**config.mk**
```make
export PLATFORM = sky130hd
export DESIGN_NAME = moc_top
export DESIGN_NICKNAME = d
export VERILOG_FILES = /design/src/rtl/moc_pkg.sv /design/src/rtl/moc_lvm.sv /design/src/rtl/moc_top.sv
export VERILOG_INCLUDE_DIRS = /design/src /design/src/rtl
export SDC_FILE = /design/constraint.sdc
export NUM_CORES = 1
export LEC_CHECK = 0
export ABC_AREA = 1
export ABC_CLOCK_PERIOD_IN_PS = 1250
export BUFFER_PORTS_ARGS = -buffer_cell sky130_fd_sc_hd__buf_4
export CORE_ASPECT_RATIO = 2
export CORE_MARGIN = 10
export CORE_UTILIZATION = 45
export DETAILED_ROUTE_END_ITERATION = 16
export PLACE_DENSITY = 0.78
export SETUP_SLACK_MARGIN = 0.5
export SYNTH_ARGS = -nofsm -noshare
export SYNTH_HDL_FRONTEND = slang
export SYNTH_SLANG_ARGS = --single-unit
```
**constraint.sdc**
```tcl
create_clock -name I_SYS_CLK -period 1.25 [get_ports I_SYS_CLK]
set_clock_uncertainty 0.05 [all_clocks]
set_input_delay 0.125 -clock I_SYS_CLK [delete_from_list [all_inputs] [get_ports I_SYS_CLK]]
set_output_delay 0.125 -clock I_SYS_CLK [all_outputs]
set_load 0.05 [all_outputs]
```
**src/rtl/moc_defines.svh**
```systemverilog
/*
 * Offsets, field positions, reset values and counts of the option block.
 * Assumes APB with word-aligned registers; index times four is the address.
 */
// Summary of operation
// The low-voltage monitor never raises an interrupt; it only resets or flags.
// With monitor power set, the monitor keeps running in wait mode.
// With monitor reset set, a trip in wait mode resets the chip out of wait.
// With power and stop-enable set, a trip in stop skips the filter and resets; the code resets only with monitor reset also set.
// With power set and stop-enable clear, the monitor is off in stop mode.
// Options are fixed; a write to the option register changes nothing.
// Read protect at 1 blocks program memory reads; at 0 they are allowed.
// Monitor reset at 1 lets the monitor reset the chip; at 0 it cannot.
// Monitor power at 1 powers the monitor; at 0 it is unpowered.
// Stop-enable at 1 keeps the monitor on in stop; at 0 it is off there.
// Short recovery leaves stop after 32 crystal cycles, else after 4096.
// Watchdog rate 1 gives 2^13-2^4 cycles, 0 gives 2^18-2^4 cycles.
// Stop-enable 1 lets stop execute; 0 makes it an illegal opcode.
// Watchdog disable 1 turns the watchdog off; 0 keeps it running.
// Outside stop, a reset needs nine consecutive cycles at or below trip.
// Options are constants, read back unchanged and valid from reset on; O_OPTIONS reads 0 until the third clock after I_ARST_N release.
`ifndef MOC_DEFINES_SVH
`define MOC_DEFINES_SVH

// -----------------------------------------------------------------
// Register indices
// -----------------------------------------------------------------
`define MOC_IDX_OPT     10'h01f
`define MOC_IDX_STAT    10'h020
`define MOC_IDX_CTL     10'h021

// -----------------------------------------------------------------
// Option register fields
// -----------------------------------------------------------------
`define MOC_B_LVSTOP    7
`define MOC_B_RDPROT    6
`define MOC_B_LVRST     5
`define MOC_B_LVPWR     4
`define MOC_B_SHREC     3
`define MOC_B_WDRATE    2
`define MOC_B_STOPEN    1
`define MOC_B_WDDIS     0
`define MOC_OPT_RESET   8'h30

// -----------------------------------------------------------------
// Status and control fields
// -----------------------------------------------------------------
`define MOC_S_TRIP      0
`define MOC_S_WAIT      1
`define MOC_S_STOP      2
`define MOC_S_RECOV     3
`define MOC_S_ILL       4
`define MOC_C_WAIT      0
`define MOC_C_STOP      1
`define MOC_C_CLRILL    2

// -----------------------------------------------------------------
// Counts
// -----------------------------------------------------------------
`define MOC_RECOV_SHORT 13'h0020
`define MOC_RECOV_LONG  13'h1000
`define MOC_WDOG_SHORT  18'h01ff0
`define MOC_WDOG_LONG   18'h3fff0
`define MOC_LVM_FILT    4'h9

`endif

```
**src/rtl/moc_pkg.sv**
```systemverilog
/*
 * Types of the option block: power mode and state records.
 * Assumes moc_defines.svh is compiled alongside.
 */
`default_nettype none
package moc_pkg;
	typedef enum logic [1:0] {
		MOC_RUN   = 2'b00,
		MOC_STOP  = 2'b01,
		MOC_RECOV = 2'b11,
		MOC_WAIT  = 2'b10
	} moc_mode_t;

	typedef struct packed {
		logic [3:0] cnt;
		logic       trip;
		logic       rst_req;
	} moc_lvm_st_t;

	typedef struct packed {
		moc_mode_t   mode;
		logic [12:0] rec_cnt;
		logic        ill;
		logic        ill_pulse;
		logic [31:0] prdata;
		logic        pready;
		logic        pslverr;
		logic        chip_rst;
		logic        lvm_pwr;
		logic        rd_block;
		logic        wd_en;
		logic [17:0] wd_to;
		logic [7:0]  opts;
	} moc_top_st_t;
endpackage : moc_pkg
`default_nettype wire

```
**src/rtl/moc_lvm.sv**
```systemverilog
/*
 * Low-voltage monitor: digital filter, stop bypass and reset request.
 * Assumes comparator levels synchronous to the clock.
 */
`include "moc_defines.svh"
`timescale 1ns/1ps
`default_nettype none
module moc_lvm (
	input  wire logic i_clk,     // System clock
	input  wire logic i_rst_n,   // Synced reset
	input  wire logic i_powered, // Monitor on
	input  wire logic i_in_stop, // Stop mode
	input  wire logic i_rst_en,  // Reset option
	input  wire logic i_below,   // Supply at or below trip
	input  wire logic i_above,   // Supply above rise level
	output logic      o_trip,    // Low-voltage flag
	output logic      o_rst_req  // Chip reset request
);
	moc_pkg::moc_lvm_st_t st;
	moc_pkg::moc_lvm_st_t next_st;

	always_comb begin
		next_st = st;
		if (!i_powered) begin
			next_st.cnt  = 4'h0;
			next_st.trip = 1'b0;
		end else if (i_below) begin
			if (i_in_stop)
				next_st.trip = 1'b1;
			else if (st.cnt == `MOC_LVM_FILT - 4'h1)
				next_st.trip = 1'b1;
			else
				next_st.cnt = st.cnt + 4'h1;
		end else begin
			next_st.cnt = 4'h0;
			if (i_above)
				next_st.trip = 1'b0;
		end
		next_st.rst_req = next_st.trip && i_rst_en;
	end

	always_ff @(posedge i_clk or negedge i_rst_n) begin
		if (!i_rst_n)
			st <= '0;
		else
			st <= next_st;
	end

	assign o_trip    = st.trip;
	assign o_rst_req = st.rst_req;

	// Run of low samples outside stop, saturating
	logic [3:0] low_run;

	always_ff @(posedge i_clk or negedge i_rst_n) begin
		if (!i_rst_n)
			low_run <= 4'h0;
		else if (!(i_below && i_powered && !i_in_stop))
			low_run <= 4'h0;
		else if (low_run != 4'hf)
			low_run <= low_run + 4'h1;
	end
endmodule : moc_lvm
`default_nettype wire

```
**src/rtl/moc_top.sv**
```systemverilog
/*
 * Fixed option block: read-only option register on APB, power modes,
 * stop recovery, watchdog and memory protect steering.
 * Assumes one 20 MHz clock serving as crystal and CPU clock.
 */
// Added by the designer: the APB interface to the registers.
`include "moc_defines.svh"
`timescale 1ns/1ps
`default_nettype none
module moc_top #(
	parameter logic [7:0]  OPTIONS    = `MOC_OPT_RESET,
	parameter logic [17:0] WDOG_LONG  = `MOC_WDOG_LONG,
	parameter logic [17:0] WDOG_SHORT = `MOC_WDOG_SHORT,
	parameter int          AW         = 12
) (
	input  wire logic          I_SYS_CLK,        // System clock
	input  wire logic          I_ARST_N,         // Async reset
	input  wire logic          I_PSEL,           // APB select
	input  wire logic          I_PENABLE,        // APB enable
	input  wire logic          I_PWRITE,         // APB write
	input  wire logic [AW-1:0] I_PADDR,          // APB address
	input  wire logic [31:0]   I_PWDATA,         // APB write data
	output logic      [31:0]   O_PRDATA,         // APB read data
	output logic               O_PREADY,         // APB ready
	output logic               O_PSLVERR,        // APB error
	input  wire logic          I_VDD_BELOW_TRIP, // Supply low
	input  wire logic          I_VDD_ABOVE_RISE, // Supply good
	input  wire logic          I_WAKE,           // Wake event
	input  wire logic          I_MEM_RD_REQ,     // External read
	output logic               O_MEM_RD_BLOCK,   // Read refused
	output logic               O_LVM_POWER_ON,   // Monitor power
	output logic               O_LVM_TRIP,       // Monitor flag
	output logic               O_CHIP_RESET,     // Monitor reset
	output logic               O_STOP_ILLEGAL,   // Illegal stop
	output logic               O_IN_WAIT,        // Wait mode
	output logic               O_IN_STOP,        // Stop or recover
	output logic               O_WDOG_ENABLE,    // Watchdog on
	output logic      [17:0]   O_WDOG_TIMEOUT,   // Timeout cycles
	output logic      [7:0]    O_OPTIONS         // Option bits
);
	// -----------------------------------------------------------------
	// Reset release
	// -----------------------------------------------------------------
	logic rst_meta;
	logic rst_n;

	always_ff @(posedge I_SYS_CLK or negedge I_ARST_N) begin
		if (!I_ARST_N) begin
			rst_meta <= 1'b0;
			rst_n    <= 1'b0;
		end else begin
			rst_meta <= 1'b1;
			rst_n    <= rst_meta;
		end
	end

	// -----------------------------------------------------------------
	// State
	// -----------------------------------------------------------------
	moc_pkg::moc_top_st_t st;
	moc_pkg::moc_top_st_t next_st;

	logic          lvm_trip;
	logic          lvm_rst;
	logic          setup;
	logic          wr_acc;
	logic [AW-3:0] idx;
	logic [7:0]    status;
	logic [12:0]   rec_len;

	assign idx    = I_PADDR[AW-1:2];
	assign setup  = I_PSEL && !I_PENABLE;
	assign wr_acc = I_PSEL && I_PENABLE && st.pready && I_PWRITE;

	assign rec_len = OPTIONS[`MOC_B_SHREC] ?
		`MOC_RECOV_SHORT : `MOC_RECOV_LONG;

	assign status = {3'h0,
		st.ill,
		st.mode == moc_pkg::MOC_RECOV,
		st.mode == moc_pkg::MOC_STOP,
		st.mode == moc_pkg::MOC_WAIT,
		lvm_trip};

	// -----------------------------------------------------------------
	// Monitor
	// -----------------------------------------------------------------
	// No interrupt path leaves the monitor: only reset and flag. R1
	moc_lvm u_lvm (
		.i_clk     (I_SYS_CLK),
		.i_rst_n   (rst_n),
		.i_powered (st.lvm_pwr),
		.i_in_stop (st.mode == moc_pkg::MOC_STOP),
		.i_rst_en  (OPTIONS[`MOC_B_LVRST]),
		.i_below   (I_VDD_BELOW_TRIP),
		.i_above   (I_VDD_ABOVE_RISE),
		.o_trip    (lvm_trip),
		.o_rst_req (lvm_rst)
	);

	// -----------------------------------------------------------------
	// Next state
	// -----------------------------------------------------------------
	always_comb begin
		next_st           = st;
		next_st.ill_pulse = 1'b0;
		next_st.pready    = 1'b0;
		next_st.pslverr   = 1'b0;
		next_st.prdata    = 32'h0;
		next_st.opts      = OPTIONS;

		// Register reads and decode
		if (setup) begin
			next_st.pready = 1'b1;
			unique case (idx)
				`MOC_IDX_OPT:  next_st.prdata = {24'h0, OPTIONS};
				`MOC_IDX_STAT: next_st.prdata = {24'h0, status};
				`MOC_IDX_CTL:  next_st.prdata = 32'h0;
				default:       next_st.pslverr = 1'b1;
			endcase
		end

		// Option writes fall through with no effect R6
		if (wr_acc && idx == `MOC_IDX_CTL
				&& I_PWDATA[`MOC_C_CLRILL])
			next_st.ill = 1'b0;

		// Power mode sequencing
		unique case (st.mode)
			moc_pkg::MOC_RUN: begin
				if (wr_acc && idx == `MOC_IDX_CTL) begin
					if (I_PWDATA[`MOC_C_STOP]) begin
						if (OPTIONS[`MOC_B_STOPEN]) begin
							next_st.mode = moc_pkg::MOC_STOP;
						end else begin
							next_st.ill_pulse = 1'b1;
							next_st.ill       = 1'b1;
						end
					end else if (I_PWDATA[`MOC_C_WAIT]) begin
						next_st.mode = moc_pkg::MOC_WAIT;
					end
				end
			end
			moc_pkg::MOC_WAIT: begin
				if (I_WAKE)
					next_st.mode = moc_pkg::MOC_RUN;
			end
			moc_pkg::MOC_STOP: begin
				if (I_WAKE) begin
					next_st.mode    = moc_pkg::MOC_RECOV;
					next_st.rec_cnt = rec_len - 13'h1;
				end
			end
			moc_pkg::MOC_RECOV: begin
				if (st.rec_cnt == 13'h0)
					next_st.mode = moc_pkg::MOC_RUN;
				else
					next_st.rec_cnt = st.rec_cnt - 13'h1;
			end
		endcase

		// Monitor reset ends wait or stop at once R3
		if (lvm_rst)
			next_st.mode = moc_pkg::MOC_RUN;
		next_st.chip_rst = lvm_rst;

		// Monitor power by mode R9
		next_st.lvm_pwr = OPTIONS[`MOC_B_LVPWR]
			&& !(next_st.mode == moc_pkg::MOC_STOP
			&& !OPTIONS[`MOC_B_LVSTOP]);

		next_st.rd_block = I_MEM_RD_REQ && OPTIONS[`MOC_B_RDPROT];
		next_st.wd_en    = !OPTIONS[`MOC_B_WDDIS];
		next_st.wd_to    = OPTIONS[`MOC_B_WDRATE] ?
			WDOG_SHORT : WDOG_LONG;
	end

	always_ff @(posedge I_SYS_CLK or negedge rst_n) begin
		if (!rst_n)
			st <= '0;
		else
			st <= next_st;
	end

	// -----------------------------------------------------------------
	// Outputs
	// -----------------------------------------------------------------
	assign O_PRDATA       = st.prdata;
	assign O_PREADY       = st.pready;
	assign O_PSLVERR      = st.pslverr;
	assign O_MEM_RD_BLOCK = st.rd_block;
	assign O_LVM_POWER_ON = st.lvm_pwr;
	assign O_LVM_TRIP     = lvm_trip;
	assign O_CHIP_RESET   = st.chip_rst;
	assign O_STOP_ILLEGAL = st.ill_pulse;
	assign O_IN_WAIT      = st.mode == moc_pkg::MOC_WAIT;
	assign O_IN_STOP      = st.mode[0];
	assign O_WDOG_ENABLE  = st.wd_en;
	assign O_WDOG_TIMEOUT = st.wd_to;
	assign O_OPTIONS      = st.opts;

	logic        in_wait_q;
	logic [12:0] rec_seen;

	always_ff @(posedge I_SYS_CLK or negedge rst_n) begin
		if (!rst_n) begin
			rec_seen  <= 13'h0;
			in_wait_q <= 1'b0;
		end else begin
			in_wait_q <= O_IN_WAIT;
			if (st.mode == moc_pkg::MOC_RECOV)
				rec_seen <= rec_seen + 13'h1;
			else
				rec_seen <= 13'h0;
		end
	end
endmodule : moc_top
`default_nettype wire

```
# After elaboration in Yosys (flattened, before gate mapping)
# Cells that the tools add are included.
word_totals:
  reg_bits: 63
  input_bits: 53
  output_inout_bits: 68
  word_cells: 71
classes:
  addsub: 2
  n_eq_ne: 14
  mux: 24
  n_reduce_logical: 15
op_table:
  columns: ["op", "count"]
  rows:
  - ["$mux 34", 1]
  - ["$pmux 13 s2", 1]
  - ["$eq 10x6->1 const B", 2]
  - ["$mux 2", 9]
  - ["$mux 15", 1]
  - ["$logic_not 13->1", 1]
  - ["$mux 13", 1]
  - ["$sub 13x1->13 const B", 1]
  - ["$pmux 6 s2", 1]
  - ["$eq 10x5->1 const B", 1]
  - ["$mux 5", 2]
  - ["$ne 3x3->1 const B", 3]
  - ["$mux 4", 2]
  - ["$pmux 2 s4", 1]
  - ["$logic_and 1x1->1", 6]
  - ["$mux 1", 5]
  - ["$add 4x1->4 const B", 1]
  - ["$eq 2x1->1 const B", 2]
  - ["$eq 2x2->1 const B", 2]
  - ["$eq 4x4->1 const B", 1]
  - ["$ne 2x2->1 const B", 2]
  - ["$ne 4x2->1 const B", 1]
  - ["$reduce_and 2->1", 2]
  - ["$reduce_and 3->1", 1]
  - ["4 further kinds", 5]

# Depth between registers and ports, before layout
# Gate-level depths: netlist (run 1).
depth:
  word_depth: 9
  mapped_depth: 10
  depth_no_buf: 10

# Modules after synthesis
# From an unflattened synthesis (run 1), not the netlist that was laid out.
unflattened:
  hier_cells: 324
  hier_area_um2: 2411.1
modules_own_cells:
  columns: ["mod", "n_inst", "cells_each", "area_each_um2", "seq_area_each_um2"]
  rows:
  - ["moc_top", 1, 276, 2026.9, 750.7]
  - ["moc_lvm", 1, 48, 384.1, 150.1]

# Worst setup path after synthesis (run 1)
# Ideal clock, no wire load.
synth_path:
  path_kind: "reg2reg"
  start: "register st (netlist bit O_IN_STOP)"
  end: "register st (netlist bit O_LVM_POWER_ON)"
  setup_time_ps: 125
  arrival_time_ps: 1874
  required_ps: 1075
  setup_slack_ps: -799
  stages_incl_launch_ff: 8
  path_buffers: 1
  period_less_slack_ps: 2049
  path_cell_list: "dfrtp_1 buf_2 nor2_1 a21oi_1 nand2_1 inv_1 nand2_1 nand2_1"
synth_lines:
  columns: ["element", "line", "rtl"]
  rows:
  - ["start, declared", "moc_top.sv:60", "moc_pkg::moc_top_st_t st;"]
  - ["start signal, assigned", "moc_top.sv:182", "st <= next_st;"]

# Worst setup path after layout (run 1)
layout_path:
  start: "register st[66] in the netlist's numbering"
  end: "register st[78] in the netlist's numbering"
layout_via:
  elab_chain_len: 3
  elab_cells_between_ends: 6
  classes_between: "add/sub (1); eq/ne (1); mux (2); reduce/logical (2)"
layout_lines:
  columns: ["element", "line"]
  rows:
  - ["$sub 13x1->13 or $logic_not 13->1 (tied branches)", "moc_top.sv:158, moc_top.sv:155"]
  - ["$mux 13 or $ne 2x2->1 (tied branches)", null]
  - ["$pmux 13 s2 or $reduce_and 3->1 (tied branches)", null]
# Parallel ways exist; a longest one is shown, timed or not. The select of a mux whose other input is x is not followed.
# A chain may end at the register's enable or synchronous reset.

==> results of run 1 <==
[state kept, by name (all words and copies together) (netlist names)]
| register | flops |
|---|---|
| O_WDOG_TIMEOUT | 1 |
| u_lvm.st | 4 |
| O_PREADY | 1 |
| O_LVM_POWER_ON | 1 |
| rst_meta | 1 |
| O_PRDATA | 6 |
| O_CHIP_RESET | 1 |
| u_lvm.o_trip | 1 |
| O_STOP_ILLEGAL | 1 |
| st | 15 |
| O_PSLVERR | 1 |
| O_IN_STOP | 1 |
| rst_n | 1 |
[path summary, 6_finish.rpt]
kind	from	slack, ns	end
worst min-delay path	I_PENABLE	-0.04	O_PREADY$_DFF_PN0_
worst min register to register	rst_n$_DFF_PN0_	0.08	u_lvm.st[3]$_DFFE_PN0P_
worst max register to register	st[66]$_DFFE_PN0P_	-0.33	st[78]$_DFFE_PN0P_
min in group asynchronous	rst_n$_DFF_PN0_	0.08	u_lvm.st[3]$_DFFE_PN0P_
max in group asynchronous	rst_n$_DFF_PN0_	0.63	O_PSLVERR$_DFF_PN0_
worst max-delay path	st[66]$_DFFE_PN0P_	-0.33	st[78]$_DFFE_PN0P_
[cell type report]
class,count,area (µm²)
Tap cell,57,71.3
Inverter,42,163
Fill cell,278,1130
Multi-Input combinational cell,196,1270
Clock inverter,2,35.0
Sequential cell,35,888
Clock buffer,6,82.6
Timing Repair Buffer,108,1220
[cell usage in the layout (no fill, tap or decap), drive strengths merged]
cell type / instances
a31oi: 1
nand2: 58
nand4: 4
clkinv: 1
xor2: 3
nor3: 3
o22ai: 1
o21ai: 14
dfrtp: 35
ha: 4
and3: 1
xnor2: 1
bufinv: 1
nor2: 38
conb: 39
nor3b: 2
dlygate4sd3: 1
a21oi: 6
and2: 1
buf: 107
clkbuf: 6
inv: 42
nand3: 20
[power by group]
part           total (W)  switching [W]  internal [W]
Sequential       0.00117      0.0000210       0.00115
Combinational   0.000748       0.000514      0.000233
Clock            0.00109       0.000448      0.000646
Total            0.00301       0.000983       0.00203
[worst reg2reg max path: stages, from the launching register on]
cell and delay, ns:
dfrtp_1 0.41, inv_2 0.12, ha_1 0.20, nand2_1 0.16
inv_1 0.14, nand2_1 0.10, nand2_1 0.09, nand2_1 0.07
nand3_2 0.07, nand2_1 0.06
[repair_timing]
item	CTS	global route
endpoints found under the hold margin	3	1
resized for setup	91	77
setup buffers	12	11
setup endpoints to repair	59	61
pin swaps	15	17
[metal layers]
metal | routed length, µm | part of all wire (%) | vias to the layer above | GRT usage [%]
li1 | - | - | 996 | -
met1 | 2440 | 31 | 1057 | 13.3
met2 | 4210 | 54 | 130 | 28.1
met3 | 691 | 8.9 | 35 | 5.73
met4 | 427 | 5.5 | 0 | 7.94
met5 | 0 | 0 | - | 0
[kinds of logic after synthesis]
logic type	count (synthesis)
XOR/XNOR	4
buffers and inverters	103
AND/OR/NAND/NOR	127
AO/OA/AOI/OAI	22
adder cells (fa/ha/maj)	4
other	2
flip-flops	35
[stage by stage]
stage	instance area [µm²]	hold slack, ns	std cells
global route	3730	-0.0372	446
finish	3730	-0.0386	446
CTS	3330	-0.0321	435
detailed placement	2790	-0.141	414
global placement	2790	-0.143	414
floorplan	2630	-0.221	334
==> results.sh, run 1 <==
export IMPL_status="finished, violations left"
export IMPL_violations="hold timing, setup timing"
export IMPL_synth_cell_types=28
export IMPL_grt_max_degree=26
export IMPL_synth_seq_cells=35
export IMPL_clock_sinks=35
export IMPL_yosys_area_share_simple_pct=25.2
export IMPL_cap_viol_max_count=0
export IMPL_critical_path_arrival_ns=1.70
export IMPL_die_h_um=120
export IMPL_nets=445
export IMPL_setup_ws_ns=-0.325
export IMPL_vias_per_cell=4.97
export IMPL_diodes=0
export IMPL_drt_first_pass_iters=4
export IMPL_cts_root_buffer_cell="clkbuf_8"
export IMPL_hpwl_um=4610
export IMPL_min_period_over_period_pct=126
export IMPL_port_buffers=51
export IMPL_power_density_mw_per_mm2=807
export IMPL_drt_iter0_drc=76
export IMPL_fp_dieW_um=70.2
export IMPL_remaining_drc_errors=0
export IMPL_initial_core_util_pct=46.6
export IMPL_area_growth_syn_to_layout_pct=64.5
export IMPL_grtUsageTotal_pct=15.0
export IMPL_path_class="flop to flop"
export IMPL_rsz0062_at_grt="yes"
export IMPL_gp_congestion=0.908
export IMPL_seq_area_frac_synth_pct=38.6
export IMPL_syn_avg_cell_area_um2=7.64
export IMPL_synthTopCellsByCount="buf_4 (59), nand2_1 (55), dfrtp_1 (35)"
export IMPL_cts_buffers=5
export IMPL_wl_per_cell_um=17.4
export IMPL_routed_wl_um=7760
export IMPL_cts_htree_levels=2
export IMPL_vias=2218
export IMPL_postRouteAntennaNets=0
export IMPL_finalCoreUtilization_pct=76.7
export IMPL_drv_slew=0
export IMPL_tns_ns=-5.31
export IMPL_peakVddDrop_mv=1.01
export IMPL_min_delay_path_depth=2
export IMPL_synthXorXnorAreaFrac_pct=1.54
export IMPL_synth_top_family_by_area="buffers and inverters"
export IMPL_synth_top_flop_cell="dfrtp_1"
export IMPL_postCtsHoldBufs=1
export IMPL_cp_depth=9
export IMPL_holdWs_ns=-0.0386
export IMPL_io_pins=121
export IMPL_synth_compound_area_share_pct=4.96
export IMPL_crit_required_ns=1.38
export IMPL_synth_most_common_cell="buf_4"
export IMPL_hold_violations=1
export IMPL_synthArstFlopShare_pct=100
export IMPL_crit_family="simple AND/OR/NAND/NOR gates"
export IMPL_fmax_mhz=635
export IMPL_core_mm2=0.00486
export IMPL_cts_tree="built"
export IMPL_crit_top_cell="nand2_1"
export IMPL_path_cells="inv_2, ha_1, nand2_1, inv_1, nand2_1, nand2_1, nand2_1, nand3_2, nand2_1"
export IMPL_pre_cts_slack_ns=-0.243
export IMPL_synthAdderAreaFrac_pct=2.21
export IMPL_critPathLaunchType="flop"
export IMPL_post_route_min_period_ns=1.58
export IMPL_cts_path_max_buffers=2
export IMPL_final_setup_viol_count=37
export IMPL_critPathBufInv=2
export IMPL_synthCells=297
export IMPL_path_clk_slew_ns=0.08
export IMPL_p_leak_nw=1.83
export IMPL_yosysWarningCount=0
export IMPL_end_kind="flop"
export IMPL_max_stage_delay_ns=0.41
export IMPL_grt_pass1_wl_um=10600
export IMPL_path_max_fanout=4
export IMPL_yosys_area_top_type_share_pct=38.6
export IMPL_synth_edff_count=0
export IMPL_die_area_mm2=0.00845
export IMPL_power_w=0.00301
export IMPL_synthTopCellsByArea="dfrtp_1 (39%), buf_4 (20%), nand2_1 (9.1%)"
export IMPL_grt_pass1_vias=2289
export IMPL_clock_latency_ns=0.30
export IMPL_overflow=0
export IMPL_reg2reg_depth=9
export IMPL_rows=36
export IMPL_slowest_stage="dfrtp_1"
export IMPL_synthMuxAreaShare_pct=0
export IMPL_yosys_area_top_type="dfrtp_1"
export IMPL_antenna_found_initial=0
export IMPL_hold_path_class="input pin to flop"
export IMPL_syn_area_mm2=0.00227
export IMPL_drive_gt1_share_pct=53.0
(Power assumes the default switching activity.)
==> inputs of run 2 (changes only) <==
CORE_MARGIN = 4   (was 10)
==> run 2 against run 1 <==
Effect of this change: the run still ends with hold timing, setup timing left; sequential power hardly changed; critical path depth is the same; non-clock buffer count rose by 1; combinational power shrank 0.5%; fmax grew 3.2%; worst setup slack better by 0.049 ns; sequential cell count is the same; clock power hardly changed; die area down 25%; core utilization up 1.1 points; wire length grew 8.7%; via count is 5.6% higher; critical endpoint is now st[70]$_DFFE_PN0P_; highest routed layer unchanged.
==> results.sh, run 2 (synthesis results as in run 1) <==
export IMPL_status="finished, violations left"
export IMPL_violations="hold timing, setup timing"
export IMPL_p_leak_nw=1.86
export IMPL_grt_pass1_wl_um=10200
export IMPL_path_cells="inv_2, ha_4, nand3_4, nor2_4, nand2_4, nand2_8, buf_12, nor2_2, a21oi_2"
export IMPL_grt_pass1_vias=2285
export IMPL_vias_per_cell=5.24
export IMPL_power_density_mw_per_mm2=794
export IMPL_pre_cts_slack_ns=-0.232
export IMPL_die_h_um=108
export IMPL_min_period_over_period_pct=122
export IMPL_multi_input_area_mm2=0.00134
export IMPL_path_clk_slew_ns=0.08
export IMPL_area_growth_syn_to_layout_pct=66.9
export IMPL_final_setup_viol_count=39
export IMPL_peakVddDrop_mv=0.911
export IMPL_diodes=0
export IMPL_rsz0062_at_grt="yes"
export IMPL_core_mm2=0.00486
export IMPL_setup_ws_ns=-0.276
export IMPL_grtUsageTotal_pct=21.5
export IMPL_port_buffers=51
export IMPL_remaining_drc_errors=0
export IMPL_overflow=0
export IMPL_fp_dieW_um=58.2
export IMPL_gp_congestion=0.886
export IMPL_critical_path_arrival_ns=1.71
export IMPL_cts_root_buffer_cell="clkbuf_8"
export IMPL_layout_commonest_cell="buf_4"
export IMPL_postCtsHoldBufs=1
export IMPL_routed_wl_um=8440
export IMPL_cap_viol_max_count=0
export IMPL_top_register="st"
export IMPL_end_kind="flop"
export IMPL_io_pins=121
export IMPL_drt_iter0_drc=99
export IMPL_cts_tree="built"
export IMPL_slowest_stage="dfrtp_1"
export IMPL_fmax_mhz=655
export IMPL_path_class="flop to flop"
export IMPL_drive_gt1_share_pct=54.1
export IMPL_wl_per_cell_um=18.9
export IMPL_post_route_min_period_ns=1.53
export IMPL_initial_core_util_pct=46.6
export IMPL_die_area_mm2=0.00631
export IMPL_nets=446
export IMPL_drv_slew=0
export IMPL_crit_required_ns=1.44
export IMPL_clock_latency_ns=0.32
export IMPL_cts_buffers=5
export IMPL_drt_first_pass_iters=5
export IMPL_path_max_fanout=5
export IMPL_final_cell_mix="buf_4 (52), conb_1 (39), nand2_1 (39)"
export IMPL_max_stage_delay_ns=0.40
export IMPL_antenna_found_initial=0
export IMPL_hold_violations=1
export IMPL_holdWs_ns=-0.0329
export IMPL_rows=36
export IMPL_hpwl_um=4080
export IMPL_critPathLaunchType="flop"
export IMPL_vias=2343
export IMPL_postRouteAntennaNets=0
export IMPL_hold_path_class="input pin to flop"
export IMPL_largest_reg_flops=15
export IMPL_cts_path_max_buffers=2
export IMPL_nFillCells=270
export IMPL_cts_htree_levels=2
export IMPL_clock_sinks=35
export IMPL_grt_max_degree=34
export IMPL_layout_area_seq_um2=888
run 2: cell types whose count changed in the layout (fill, tap and decap cells not counted), moves of 2 or more:
cell	change
buf_6	+4
buf_4	-2
nand2_8	+2
buf_8	+3
nand3_1	-2
nand3_2	+2
buf_12	-4
nand2_2	-3
nor2_1	-2
run 2: metal layers:
layer  track usage [%]  wire length, µm
met5                 0                0
met4              12.8              609
met3              3.70              540
met2              42.2             5060
met1              19.2             2230
run 2: stage by stage:
| stage | std cells | util [%] | total power, W | setup TNS (ns) | instance area [µm²] |
|---|---|---|---|---|---|
| 6_report | 447 | 77.8 | 0.00300 | -5.75 | 3780 |
| 5_1_grt | 447 | 77.8 | 0.00308 | -7.21 | 3780 |
| 4_1_cts | 440 | 69.9 | 0.00285 | -3.08 | 3400 |
| 3_5_place_dp | 416 | 57.6 | 0.00176 | -3.19 | 2800 |
| 3_3_place_gp | 416 | 57.6 | 0.00175 | -2.28 | 2800 |
| 2_1_floorplan | 334 | - | 0.00178 | -1.35 | 2630 |
run 2: final cells by class:
| class | count | area share, % |
|---|---|---|
| Sequential cell | 35 | 23.5 |
| Tap cell | 57 | 1.88 |
| Multi-Input combinational cell | 196 | 35.3 |
| Inverter | 42 | 4.36 |
| Clock inverter | 3 | 1.16 |
| Timing Repair Buffer | 109 | 32.0 |
| Clock buffer | 5 | 1.82 |
run 2: critical path: cells and delay by family (launching register included):
| family | cells | cell delay, ns |
|---|---|---|
| adder cells (fa/ha/maj) | 1 | 0.15 |
| buffers and inverters | 2 | 0.26 |
| AO/OA/AOI/OAI | 1 | 0.11 |
| flip-flops | 1 | 0.40 |
| AND/OR/NAND/NOR | 5 | 0.46 |
run 2: worst paths after layout:
check                                   start                     to  slack (ns)  cells past startpoint
setup / recovery           st[66]$_DFFE_PN0P_     st[70]$_DFFE_PN0P_       -0.28                      9
hold / removal                      I_PENABLE     O_PREADY$_DFF_PN0_       -0.03                      2
setup reg to reg           st[66]$_DFFE_PN0P_     st[70]$_DFFE_PN0P_       -0.28                      9
hold reg to reg               rst_n$_DFF_PN0_  O_PRDATA[0]$_DFF_PN0_        0.17                      1
max in group asynchronous     rst_n$_DFF_PN0_    O_PSLVERR$_DFF_PN0_        0.78                      1
min in group asynchronous            I_ARST_N        rst_n$_DFF_PN0_        0.07                      2
run 2: power by group:
part	total, W	switching [W]	internal [W]	leakage, nW
clock network	0.00109	0.000498	0.000594	0.0581
registers	0.00117	0.0000180	0.00115	0.430
logic	0.000744	0.000523	0.000222	1.37
run 2: repair_timing:
item / 4_1_cts / 5_1_grt
buffers inserted: 15 / 7
pin swaps: 20 / 20
endpoints found under the setup margin: 59 / 61
hold endpoints to repair: 3 / 1
resized for setup: 95 / 80
==> inputs of run 3 (changes only) <==
PLACE_DENSITY = 0.83   (was 0.78)
REMOVE_ABC_BUFFERS = 1   (was unset)
==> run 3 against run 2 <==
Effect of this change: the flow finishes with violations (setup timing); hold slack better by 0.089 ns; cell count up 0.22%; power down 7.6%; wire length up 6.4%; register-to-register slack worse by 0.05 ns; sequential share of layout area up 0.61 points; fmax down 3.3%; die area unchanged; largest cell class unchanged.
==> results.sh, run 3 (synthesis results as in run 1) <==
export IMPL_pre_cts_slack_ns=-0.268
export IMPL_p_leak_nw=1.80
export IMPL_power_density_mw_per_mm2=760
export IMPL_multi_input_area_mm2=0.00128
export IMPL_routed_wl_um=8980
export IMPL_seqPwrFrac_pct=41.9
export IMPL_r2r_end="st[73]$_DFFE_PN0P_"
export IMPL_reg2reg_depth=9
export IMPL_r2r_start="st[66]$_DFFE_PN0P_"
export IMPL_critPathLaunchType="flop"
export IMPL_hpwl_um=3970
export IMPL_hold_violations=0
export IMPL_postRouteAntennaNets=0
export IMPL_cts_buffers=5
export IMPL_initial_core_util_pct=46.6
export IMPL_hold_path_class="input pin to flop"
export IMPL_area_growth_syn_to_layout_pct=61.0
export IMPL_wl_per_cell_um=20.0
export IMPL_critical_path_arrival_ns=1.73
export IMPL_remaining_drc_errors=0
export IMPL_path_max_fanout=6
export IMPL_cts_path_max_buffers=2
export IMPL_violations="setup timing"
export IMPL_path_clk_slew_ns=0.09
export IMPL_drv_slew=0
export IMPL_peakVddDrop_mv=1.25
export IMPL_final_setup_viol_count=25
export IMPL_vias_per_cell=5.39
export IMPL_clock_sinks=35
export IMPL_overflow=0
export IMPL_clock_latency_ns=0.31
export IMPL_cap_viol_max_count=0
export IMPL_drt_first_pass_iters=5
export IMPL_end_kind="flop"
export IMPL_core_mm2=0.00486
export IMPL_nFillCells=272
export IMPL_antenna_found_initial=0
export IMPL_finalCoreUtilization_pct=75.1
export IMPL_p_comb_share_pct=27.0
export IMPL_drt_iter0_drc=136
export IMPL_fp_dieW_um=58.2
export IMPL_hold_end="O_STOP_ILLEGAL$_DFF_PN0_"
export IMPL_cts_tree="built"
export IMPL_grt_max_degree=34
export IMPL_grt_pass1_vias=2327
export IMPL_crit_required_ns=1.40
export IMPL_grtUsageTotal_pct=21.6
export IMPL_r2r_setup_slack_ns=-0.33
export IMPL_min_period_over_period_pct=126
export IMPL_fmax_mhz=634
export IMPL_path_class="flop to flop"
export IMPL_setup_ws_ns=-0.328
export IMPL_final_cell_mix="buf_4 (55), conb_1 (39), nand2_1 (38)"
export IMPL_cts_root_buffer_cell="clkbuf_8"
export IMPL_port_buffers=51
export IMPL_dp_cells=414
export IMPL_die_area_mm2=0.00631
export IMPL_power_switching_w=0.00101
export IMPL_top_register="st"
export IMPL_cts_htree_levels=2
export IMPL_p_sw_share_pct=36.4
export IMPL_status="finished, violations left"
export IMPL_gp_congestion=0.863
export IMPL_nets=447
export IMPL_die_h_um=108
export IMPL_diodes=0
export IMPL_layout_cells_non_filler=448
export IMPL_rsz0062_at_grt="yes"
export IMPL_io_pins=121
export IMPL_rows=36
export IMPL_p_int_w=0.00176
export IMPL_grt_pass1_wl_um=10300
export IMPL_post_route_min_period_ns=1.58
export IMPL_largest_reg_flops=15
export IMPL_hold_start="I_PWDATA[1]"
export IMPL_layout_area_seq_um2=880
export IMPL_clkPwrFrac_pct=31.0
export IMPL_min_delay_path_depth=3
export IMPL_layout_commonest_cell="buf_4"
export IMPL_vias=2415
export IMPL_drive_gt1_share_pct=50.4
==> run 3: layout make-up <==
type	instances	area share [%]
multi-input cells	197	35.0
repair buffers	109	32.2
flip-flops and latches	35	24.1
inverters	42	4.52
clock buffers	7	2.09
well taps	57	1.95
clock inverters	1	0.137
==> run 3: per-layer routing <==
metal,wire [µm],GRT usage (%),up-vias
li1,-,-,1009
met5,0,0,-
met3,731,4.06,48
met4,550,12.4,0
met2,4870,43.1,198
met1,2830,18.6,1160
==> run 3: power groups by stage <==
stage               registers (W)  clock network, W  logic [W]
CTS                       0.00116          0.000814   0.000667
finish                    0.00116          0.000861   0.000750
global placement          0.00118                 0   0.000550
global route              0.00116          0.000912   0.000775
floorplan                 0.00131                 0   0.000286
detailed placement        0.00118                 0   0.000557
==> run 3: metrics by stage <==
stage	power, W	setup TNS, ns	hold slack (ns)	cell area [µm²]
floorplan	0.00160	-77.80	-0.221	1950
global placement	0.00173	-2.53	-0.141	2650
detailed placement	0.00174	-3.67	-0.140	2650
CTS	0.00264	-2.90	0.0644	3270
global route	0.00285	-6.26	0.0517	3650
finish	0.00277	-5.38	0.0566	3650
==> run 3: worst max-delay path by stage <==
stage               cells after the start                        start  slack (ns)                  to
finish                                  9           st[66]$_DFFE_PN0P_       -0.33  st[73]$_DFFE_PN0P_
global route                            9           st[68]$_DFFE_PN0P_       -0.37  st[76]$_DFFE_PN0P_
CTS                                     9           st[67]$_DFFE_PN0P_       -0.22  st[71]$_DFFE_PN0P_
detailed placement                      9           st[66]$_DFFE_PN0P_       -0.27  st[76]$_DFFE_PN0P_
global placement                        9           st[66]$_DFFE_PN0P_       -0.20  st[75]$_DFFE_PN0P_
floorplan                               0  O_WDOG_TIMEOUT[4]$_DFF_PN0_       -4.27        O_OPTIONS[4]
==> run 3: critical path, cell delays in order, from the launching register on <==
cell and delay (ns):
dfrtp_1 0.41, inv_2 0.14, ha_4 0.18, nand3_4 0.08
nor2_4 0.13, nand2_4 0.11, nand3_4 0.15, nand2_1 0.09
nand2_1 0.09, inv_1 0.05
==> run 3: what timing repair did <==
action,in CTS,in global routing
pin swaps,19,24
resized for setup,115,72
hold buffers,1,0
cloned,0,1
setup buffers,14,10
endpoints found under the setup margin,59,62
hold endpoints to repair,2,0
